--- config.mk ---
export PLATFORM = sky130hd
export DESIGN_NAME = nv_sram_host
export DESIGN_NICKNAME = d
export VERILOG_FILES = /design/src/core/nv_sram_host.v /design/src/core/nv_wait_timer.v
export VERILOG_INCLUDE_DIRS = /design/src /design/src/core
export SDC_FILE = /design/constraint.sdc
export NUM_CORES = 1
export LEC_CHECK = 0
export ABC_AREA = 1
export BUFFER_PORTS_ARGS = -buffer_cell sky130_fd_sc_hd__buf_2
export CELL_PAD_IN_SITES_DETAIL_PLACEMENT = 0
export CELL_PAD_IN_SITES_GLOBAL_PLACEMENT = 1
export CORE_MARGIN = 2
export CORE_UTILIZATION = 37
export CTS_CLUSTER_SIZE = 40
export DETAILED_ROUTE_END_ITERATION = 16
export HOLD_SLACK_MARGIN = 0.1
export PLACE_DENSITY_LB_ADDON = 0.1
export SLEW_MARGIN = 15
export SYNTH_ARGS = -nofsm -noshare
export SYNTH_HDL_FRONTEND = slang
export SYNTH_HIERARCHICAL = 1
export SYNTH_SLANG_ARGS = --single-unit
--- constraint.sdc ---
create_clock -name clk -period 1.79 [get_ports clk]
set_input_delay 0.2685 -clock clk [delete_from_list [all_inputs] [get_ports clk]]
set_output_delay 0.2685 -clock clk [all_outputs]
set_load 0.02 [all_outputs]
--- src/core/nv_sram_regs.vh ---
// Timing constants and command codes for the nonvolatile SRAM host controller
`ifndef NV_SRAM_REGS_VH
`define NV_SRAM_REGS_VH

// Clock period in ns
`define CLK_PERIOD_NS       10
// Least strobe and cycle times in ns (slowest speed grade)
`define T_CYCLE_NS          55
`define T_STROBE_NS         45
`define T_ADDR_HOLD_NS      20
`define T_SETUP_NS          10
// Worst-case nonvolatile durations
`define T_POWERUP_US        550
`define T_SAVE_MS           10
`define T_RELOAD_US         20
// Cycle counts derived from the times above; least times round up
`define CYC_CYCLE    ((`T_CYCLE_NS + `CLK_PERIOD_NS - 1) / `CLK_PERIOD_NS)
`define CYC_STROBE   ((`T_STROBE_NS + `CLK_PERIOD_NS - 1) / `CLK_PERIOD_NS)
`define CYC_AHOLD    ((`T_ADDR_HOLD_NS + `CLK_PERIOD_NS - 1) / `CLK_PERIOD_NS)
`define CYC_SETUP    ((`T_SETUP_NS + `CLK_PERIOD_NS - 1) / `CLK_PERIOD_NS)
`define CYC_POWERUP  ((`T_POWERUP_US * 1000 + `CLK_PERIOD_NS - 1) / `CLK_PERIOD_NS)
`define CYC_SAVE     ((`T_SAVE_MS * 1000000 + `CLK_PERIOD_NS - 1) / `CLK_PERIOD_NS)
`define CYC_RELOAD   ((`T_RELOAD_US * 1000 + `CLK_PERIOD_NS - 1) / `CLK_PERIOD_NS)
// Command codes
`define CMD_READ     2'h0
`define CMD_WRITE    2'h1
`define CMD_SAVE     2'h2
`define CMD_RELOAD   2'h3

`endif

--- src/core/nv_sram_host.v ---
// Host controller driving an 8K x 8 nonvolatile SRAM over its asynchronous pins
`timescale 1ns/1ps
`default_nettype none
`include "nv_sram_regs.vh"

// Summary of operation
// - Write strobe stays high during read cycles
// - Address changes only while select is high
// - Sequence steps are select falls; enable irrelevant
// - Save/reload issues six ordered reads
// - Write strobe high through all six
module nv_sram_host #(
  parameter POWERUP_CYC = `CYC_POWERUP,
  parameter SAVE_CYC    = `CYC_SAVE,
  parameter RELOAD_CYC  = `CYC_RELOAD,
  parameter [12:0] SEQ_A0 = 13'h0000,
  parameter [12:0] SEQ_A1 = 13'h0001,
  parameter [12:0] SEQ_A2 = 13'h0002,
  parameter [12:0] SEQ_A3 = 13'h0003,
  parameter [12:0] SEQ_A4 = 13'h0004,
  parameter [12:0] SEQ_SAVE_A5   = 13'h0005,
  parameter [12:0] SEQ_RELOAD_A5 = 13'h0006
) (
  // Clock and reset
  input  wire        clk,
  input  wire        rst,
  // User request and answer
  input  wire        req_valid,
  input  wire [1:0]  req_cmd,
  input  wire [12:0] req_addr,
  input  wire [7:0]  req_wdata,
  output reg         req_ready,
  output reg         rsp_valid,
  output reg  [7:0]  rsp_rdata,
  // Memory pins
  output reg  [12:0] mem_addr,
  output reg         mem_sel_n,
  output reg         mem_wr_n,
  output reg         mem_oe_n,
  output reg  [7:0]  dq_out,
  output reg         dq_oe,
  input  wire [7:0]  dq_in
);
  // Access phases: setup, select low for the strobe, hold, gap
  localparam S_POWER = 3'd0;
  localparam S_IDLE  = 3'd1;
  localparam S_SETUP = 3'd2;
  localparam S_PULSE = 3'd3;
  localparam S_HOLD  = 3'd4;
  localparam S_GAP   = 3'd5;
  localparam S_WAIT  = 3'd6;
  localparam TW = 24;

  // Phase lengths in clock cycles, sized to the phase counter
  localparam [7:0] STROBE_CYC = `CYC_STROBE;
  localparam [7:0] AHOLD_CYC  = `CYC_AHOLD;
  localparam [7:0] SETUP_CYC  = `CYC_SETUP;

  reg [2:0]  state_r;
  reg [1:0]  cmd_r;
  reg [2:0]  step_r;
  reg [7:0]  cyc_r;
  reg        tload_r;
  reg [TW-1:0] tcount_r;
  wire       busy;

  // Request decode
  wire       req_is_seq   = req_cmd[1];
  wire       req_is_save  = (req_cmd == `CMD_SAVE);
  wire       req_is_write = (req_cmd == `CMD_WRITE);

  function [12:0] seq_addr;
    input [2:0] step;
    input       is_save;
    begin
      case (step)
        3'd0:    seq_addr = SEQ_A0;
        3'd1:    seq_addr = SEQ_A1;
        3'd2:    seq_addr = SEQ_A2;
        3'd3:    seq_addr = SEQ_A3;
        3'd4:    seq_addr = SEQ_A4;
        default: seq_addr = is_save ? SEQ_SAVE_A5 : SEQ_RELOAD_A5;
      endcase
    end
  endfunction

  // True on the last cycle of a phase that lasts lim cycles
  function cnt_last;
    input [7:0] cnt;
    input [7:0] lim;
    begin
      cnt_last = (cnt + 8'h01 >= lim);
    end
  endfunction

  // One timer paces the power-up wait and both hold-offs
  nv_wait_timer #(.W(TW)) u_timer (
    .clk   (clk),
    .rst   (rst),
    .load  (tload_r),
    .count (tcount_r),
    .busy  (busy)
  );

  wire is_seq     = cmd_r[1];
  // The timer needs one cycle after a load before busy is valid
  wire timer_done = !tload_r && !busy;

  always @(posedge clk) begin
    if (rst) begin
      state_r   <= S_POWER;
      cmd_r     <= `CMD_READ;
      step_r    <= 3'd0;
      cyc_r     <= 8'h00;
      tload_r   <= 1'b1;
      tcount_r  <= POWERUP_CYC[TW-1:0];
      req_ready <= 1'b0;
      rsp_valid <= 1'b0;
      rsp_rdata <= 8'h00;
      // Pins parked: select, strobe and enable high, bus released
      mem_addr  <= 13'h0000;
      mem_sel_n <= 1'b1;
      mem_wr_n  <= 1'b1;
      mem_oe_n  <= 1'b1;
      dq_out    <= 8'h00;
      dq_oe     <= 1'b0;
    end else begin
      tload_r   <= 1'b0;
      rsp_valid <= 1'b0;
      case (state_r)
        S_POWER: begin
          // The device reloads its array after power-up; keep off the bus
          if (timer_done) begin
            state_r   <= S_IDLE;
            req_ready <= 1'b1;
          end
        end
        S_IDLE: begin
          if (req_valid) begin
            req_ready <= 1'b0;
            cmd_r     <= req_cmd;
            step_r    <= 3'd0;
            // Address set while select is high
            mem_addr  <= req_is_seq ? seq_addr(3'd0, req_is_save) : req_addr;
            dq_out    <= req_wdata;
            dq_oe     <= req_is_write;
            mem_wr_n  <= 1'b1;
            cyc_r     <= 8'h00;
            state_r   <= S_SETUP;
          end
        end
        S_SETUP: begin
          // Select falls with the write strobe still high
          mem_sel_n <= 1'b0;
          mem_oe_n  <= (cmd_r != `CMD_READ);
          cyc_r     <= 8'h00;
          state_r   <= S_PULSE;
        end
        S_PULSE: begin
          cyc_r <= cyc_r + 8'h01;
          // Strobe falls a cycle after select, so each cycle starts as a read
          if (cmd_r == `CMD_WRITE && cyc_r == 8'h00) begin
            mem_wr_n <= 1'b0;
          end
          if (cnt_last(cyc_r, STROBE_CYC)) begin
            mem_sel_n <= 1'b1;
            mem_wr_n  <= 1'b1;
            mem_oe_n  <= 1'b1;
            if (cmd_r == `CMD_READ) begin
              rsp_rdata <= dq_in;
              rsp_valid <= 1'b1;
            end
            cyc_r   <= 8'h00;
            state_r <= S_HOLD;
          end
        end
        S_HOLD: begin
          // Address and data held after select rises
          cyc_r <= cyc_r + 8'h01;
          if (cnt_last(cyc_r, AHOLD_CYC)) begin
            dq_oe   <= 1'b0;
            cyc_r   <= 8'h00;
            state_r <= S_GAP;
          end
        end
        S_GAP: begin
          cyc_r <= cyc_r + 8'h01;
          if (cnt_last(cyc_r, SETUP_CYC)) begin
            cyc_r <= 8'h00;
            // Next sequence address is set while select is high
            if (is_seq && step_r != 3'd5) begin
              step_r   <= step_r + 3'd1;
              mem_addr <= seq_addr(step_r + 3'd1, cmd_r == `CMD_SAVE);
              state_r  <= S_SETUP;
            end else if (is_seq) begin
              tload_r  <= 1'b1;
              tcount_r <= (cmd_r == `CMD_SAVE) ? SAVE_CYC[TW-1:0]
                                               : RELOAD_CYC[TW-1:0];
              state_r  <= S_WAIT;
            end else begin
              state_r   <= S_IDLE;
              req_ready <= 1'b1;
            end
          end
        end
        S_WAIT: begin
          // Save or reload runs inside the device; no access until it ends
          if (timer_done) begin
            state_r   <= S_IDLE;
            req_ready <= 1'b1;
          end
        end
        default: begin
          state_r <= S_IDLE;
        end
      endcase
    end
  end
endmodule
`default_nettype wire

--- src/core/nv_wait_timer.v ---
// Down counter that holds the host off the memory for a loaded number of cycles
`timescale 1ns/1ps
`default_nettype none
module nv_wait_timer #(
  parameter W = 24
) (
  // Clock and reset
  input  wire         clk,
  input  wire         rst,
  // Load and status
  input  wire         load,
  input  wire [W-1:0] count,
  output wire         busy
);
  reg [W-1:0] cnt_r;

  always @(posedge clk) begin
    if (rst) begin
      cnt_r <= {W{1'b0}};
    end else if (load) begin
      cnt_r <= count;
    end else if (cnt_r != {W{1'b0}}) begin
      cnt_r <= cnt_r - {{(W-1){1'b0}}, 1'b1};
    end
  end

  assign busy = (cnt_r != {W{1'b0}});
endmodule
`default_nettype wire

# [Word-level counts from Yosys, hierarchy flattened]
# Cells that the tools add are included.
[word_totals] register_bits=100 output_inout_bits=35 elab_cells=126
[classes] n_addsub=3 magnitude_cmp=3 n_eq_ne=23 mux=48 bitwise_logic=3 n_reduce_logical=30
[op_table] cell="13-bit two-way mux" count=4
[op_table] cell="24-bit two-way mux" count=2
[op_table] cell="8-bit case mux with 5 select lines" count=1
[op_table] cell="8-bit two-way mux" count=4
[op_table] cell="3-bit two-way mux" count=10
[op_table] cell="13-bit case mux with 2 select lines" count=1
[op_table] cell="24-bit nonzero test" count=1
[op_table] cell="24-bit by 1-bit subtractor with 24-bit output (second input constant)" count=1
[op_table] cell="20-bit two-way mux" count=1
[op_table] cell="3-bit case mux with 6 select lines" count=1
[op_table] cell="1-bit two-way mux" count=16
[op_table] cell="3-bit case mux with 5 select lines" count=1
[op_table] cell="2-bit inequality test (second input constant)" count=7
[op_table] cell="3-bit by 2-bit == test with 1-bit output (second input constant)" count=4
[op_table] cell="3-bit == test (second input constant)" count=4
[op_table] cell="2-bit nonzero test" count=6
[op_table] cell="3-bit AND reduction" count=3
[op_table] cell="8-bit by 1-bit adder with 8-bit output (second input constant)" count=1
[op_table] cell="8-bit by 1-bit >= comparator with 1-bit output (second input constant)" count=1
[op_table] cell="8-bit by 2-bit >= comparator with 1-bit output (second input constant)" count=1
[op_table] cell="8-bit by 3-bit >= comparator with 1-bit output (second input constant)" count=1
[op_table] cell="8-bit logical NOT" count=1
[op_table] cell="1-bit case mux with 2 select lines" count=4
[op_table] cell="4-bit AND reduction" count=2
[op_table] cell="21 further kinds" count=32

# [Longest topological paths before layout]
[depth] word_depth=6 depth_mapped=14 ltp_nobuf=14

# [By module]
# The synthesis kept the hierarchy.
[by_module_without_submodules] mod="nv_sram_host" instances=1 cells_per_inst=385 area_each_um2=2856.5 seq_area_each_um2=1141.1
[by_module_without_submodules] mod="nv_wait_timer" instances=1 cells_per_inst=262 area_each_um2=1666.6 seq_area_each_um2=480.5

# [Worst setup path after synthesis]
# OpenSTA, ideal clock, no wires.
[synth_path] path_type="reg2reg" from="reg cyc_r[0]" to="reg state_r[1]" setup_ns=0.113 arrival_ns=1.662 t_required_ns=1.677 path_slack_ns=0.015 stages_incl_launch_ff=12 n_path_buf=0 cell_sequence="dfxtp_1 -> inv_1 -> ha_1 -> or2_2 -> nor2_1 -> nand4_1 -> nand2_1 -> nor2_1 -> nand2_1 -> nand2_1 -> nand2_1 -> nor2_1"
[synth_via] elab_chain_len=4 word_cells_on_any_way=8
[synth_rtl] element="start: declaration" line="nv_sram_host.v:62" source="reg [7:0] cyc_r;"
[synth_rtl] element="start signal: assignment" line="nv_sram_host.v:160" source="cyc_r <= cyc_r + 8'h01;"
[synth_rtl] element="start signal: assignment" line="nv_sram_host.v:179" source="cyc_r <= cyc_r + 8'h01;"
[synth_rtl] element="start signal: assignment" line="nv_sram_host.v:187" source="cyc_r <= cyc_r + 8'h01;"
[synth_rtl] element="8-bit by 1-bit adder with 8-bit output *" line="nv_sram_host.v:92" source="cnt_last = (cnt + 8'h01 >= lim);"
[synth_rtl] element="8-bit by 2-bit >= comparator with 1-bit output, or another cell as far along" line="nv_sram_host.v:92"
[synth_rtl] element="2-bit inequality test (no line)"
[synth_rtl] element="5-bit AND reduction (no line) *"
[synth_rtl] element="end signal: assignment" line="nv_sram_host.v:111" source="state_r <= S_POWER;"
[synth_rtl] element="end signal: assignment" line="nv_sram_host.v:134" source="state_r <= S_IDLE;"
[synth_rtl] element="end signal: assignment" line="nv_sram_host.v:149" source="state_r <= S_SETUP;"
[synth_rtl] element="end: declaration" line="nv_sram_host.v:59" source="reg [2:0] state_r;"
# Mark *: on every way between the ends. The rest lies on a longest branch, timed or not.
# A chain may end at the register's enable or synchronous reset.

# [Final worst setup path]
[layout_path] from="reg cyc_r[0]" to="reg mem_addr[6]"
[layout_via] elab_chain_len=4
[layout_rtl] element="8-bit by 1-bit adder with 8-bit output" line="nv_sram_host.v:92"
[layout_rtl] element="8-bit by 1-bit >= comparator with 1-bit output" line="nv_sram_host.v:92"
[layout_rtl] element="2-bit inequality test (no line)"
[layout_rtl] element="4-bit AND reduction (no line)"
[layout_rtl] element="end signal: assignment" line="nv_sram_host.v:144" source="mem_addr <= req_is_seq ? seq_addr(3'd0, req_is_save) : req_addr;"
[layout_rtl] element="end signal: assignment" line="nv_sram_host.v:193" source="mem_addr <= seq_addr(step_r + 3'd1, cmd_r == `CMD_SAVE);"
[layout_rtl] element="end: declaration" line="nv_sram_host.v:36" source="output reg [12:0] mem_addr,"
# Every way passes these cells.

==> results.cfg <==
[cells_and_area]
fin_util = 0.513
instances_no_fill = 933
drive_gt1_frac = 0.373
area_growth_pct = 35.7
fill_cells = 1184
final_nets = 829
multiInputGateArea_sq_um = 2780
num_antenna_cells = 0
fin_area_sq_um = 6140
regArea_sq_um = 1640

[floorplan]
die_w_um = 115
io_pins = 69
start_util = 0.378
fp.dieH_um = 115
core-area_sq_um = 12000
dieArea_sq_um = 13100
rows = 40

[critical_path]
slowest_stage = dfxtp_4
cp-end-kind = flop
crit_fanout = 7
crit_arrival_ns = 2.04
cp_slowest_stage_delay_ns = 0.36
path_class = reg -> reg
required_ns = 2.01
cp_cell_sequence = ha_4 -> nand3_4 -> xor2_1 -> nor2_2 -> buf_4 -> nand4_4 -> nand3_4 -> clkbuf_16 -> a21oi_1 -> nor3_2
start_kind = flop
cp_common_cell = nand3_4

[status]
status = finished with violations
violations = setup timing

[placement]
dp_slack_ns = -0.129
portBuffers = 68
placed_area_sq_um = 5410
dp_hpwl_um = 8530
gp_congestion = 0.858
placed_cells = 908

[global_routing]
grt_max_degree = 56
grtUsageTotal = 0.188
antenna_found_initial = 0
grt_overflow = 0
grt_pass1_vias = 4218
grt_pass1_wl_um = 19500

[synth]
synthMuxAreaShare = 0
synth_compound_area_frac = 0.115
async_flop_share = 0
synth-seq-area-share = 0.359
yosys.area_share.simple = 0.378
synth-xor-area-share = 0.0213
synth_top_area_frac = 0.359
synth_fa_ha_area_frac = 0.0332
ys_ff_latch = 81
synth-main-ff-cell = dfxtp_1
syn-cell-area_sq_um = 4520
postSynthCellCount = 647
synthDistinctLibCells = 43
syn_area_per_cell_sq_um = 6.99
synth_warnings = 6
synth_top_family_by_area = simple AND/OR/NAND/NOR gates
synth_area_leaders = dfxtp_1 (36%), nand2_1 (13%), nor2_1 (6.6%)
synth_edf_count = 0
synth_top_area_cell = dfxtp_1

[clock_tree]
cts.sinks = 81
path_clk_slew_ns = 0.06
htreeDepth = 3
cts_inserted_buffers = 9
cts_tree = done
clockBufferDepth = 2
clk_latency_ns = 0.34
cts_root_buffer = clkbuf_16

[power_and_ir_drop]
p_total_mw = 7.22
p_leak_nw = 2.87
power_density_nw_per_um2 = 1180
peakVddDrop_mv = 0.658

[sta]
setup-tns-final_ns = -0.0692
rsz0062_at_grt = true
fin_hold_ws_ns = 0.175
final_max_slew_viol_count = 0
fin_crit_sh = 1.02
fin_ws_ns = -0.0309
setup_viol = 3
finalCriticalPeriod_ns = 1.82
fmax_mhz = 549
hold_violations = 0
fin_skew_ns = 0.00524

[detailed_routing]
drc = 0
finalWirelength_um = 12100
route.vias.total = 4417
postRouteAntennaNets = 0
routedWlPerCell_um = 13.0
drtIter0Drc = 185
via_per_inst = 4.73
drtPass1Iterations = 4

[run]
cap_violations = 0

[worst_hold_path]
hold_path.class = in -> reg
-- cell type report --
type,instances,area share
sequential,81,0.267
inverter,83,0.0524
clock inverter,3,0.0147
multi-input combinational,477,0.453
timing repair buffer,131,0.144
tap,147,0.0300
clock buffer,11,0.0395
-- routing by layer --
layer  wire length [um]  vias up  part of all wire  GRT usage
met3                445       15             0.037     0.0503
met5                  0        -                 0          0
met2               6070       71              0.50      0.333
met1               5380     2016              0.44      0.222
li1                   -     2315                 -          -
met4                192        0             0.016     0.0512
-- registers in the layout, summed over array words and instances, names as in the netlist, 2 cells and up --
| register | cells |
|---|---|
| dq_out | 8 |
| tcount_r | 5 |
| u_timer/cnt_r | 24 |
| state_r | 3 |
| rsp_rdata | 8 |
| cyc_r | 8 |
| cmd_r | 2 |
| mem_addr | 13 |
| step_r | 3 |
-- path summary, 6_finish.rpt --
| kind | startpoint | endpoint | slack, ns | cells after the start |
|---|---|---|---|---|
| max | cyc_r[0]$_SDFFE_PP0P_ | mem_addr[6]$_SDFFE_PP0P_ | -0.03 | 10 |
| min | req_wdata[0] | dq_out[0]$_SDFFE_PP0P_ | 0.17 | 3 |
| max reg2reg | cyc_r[0]$_SDFFE_PP0P_ | mem_addr[6]$_SDFFE_PP0P_ | -0.03 | 10 |
| min reg2reg | tcount_r[14]$_SDFFE_PP1P_ | tcount_r[14]$_SDFFE_PP1P_ | 0.45 | 2 |
-- power by group --
group	internal, mW	switching (mW)	leakage, nW
registers	2.09	0.199	0.667
logic	1.15	1.65	2.04
clock network	1.39	0.738	0.162
-- cells in the final DEF, fill, tap and decap left out, types with 5 or more instances in the layout --
| master | instances |
|---|---|
| nor3_2 | 12 |
| o21ai_0 | 19 |
| dfxtp_2 | 7 |
| dfxtp_1 | 72 |
| a21oi_1 | 33 |
| inv_2 | 13 |
| buf_4 | 56 |
| nand2_4 | 8 |
| nand3_1 | 26 |
| ha_1 | 9 |
| nand2_2 | 40 |
| o21ai_1 | 5 |
| buf_2 | 68 |
| nor3_1 | 12 |
| xor2_1 | 8 |
| conb_1 | 12 |
| nand4_1 | 12 |
| nor2_1 | 72 |
| nor2_4 | 10 |
| nand2_1 | 131 |
| clkbuf_16 | 11 |
| nor2_2 | 16 |
| inv_1 | 66 |
| a21oi_2 | 19 |
-- what timing repair did --
item | in CTS | in global routing
pin swaps | 5 | 20
setup buffers | 3 | 4
resized for setup | 10 | 80
hold buffers | 0 | 0
cloned | 0 | 4
setup endpoints to repair | 39 | 46
hold endpoints to repair | 0 | 0
-- logic make-up after synthesis --
group,count (synthesis)
AND/OR/NAND/NOR,353
other,2
XOR/XNOR,11
adder cells (fa/ha/maj),12
AO/OA/AOI/OAI,88
buffers and inverters,100
flip-flops,81
-- cell usage after synthesis (all sizes together) (2+ instances only) --
library cell and instances:
o21a 3, o211ai 2, xor2 8, clkbuf 11, nand3 30, conb 2
o21ai 28, dfxtp 81, xnor2 3, clkinv 2, inv 81, ha 12
a21oi 52, or2 2, nor2 98, nor3 24, nor4 2, buf 6
nand2 179, nand4 14
-- critical path, delay by kind of cell (launching register included) --
family                     cells  cell delay (ns)
AOI/OAI and AO/OA              1             0.16
xor gates and xnor gates       1             0.17
adders and majority gates      1             0.18
buffers and inverters          2             0.35
DFF                            1             0.36
and+or+nand+nor                5             0.47
Note: power is estimated with default switching activity, not from simulation.
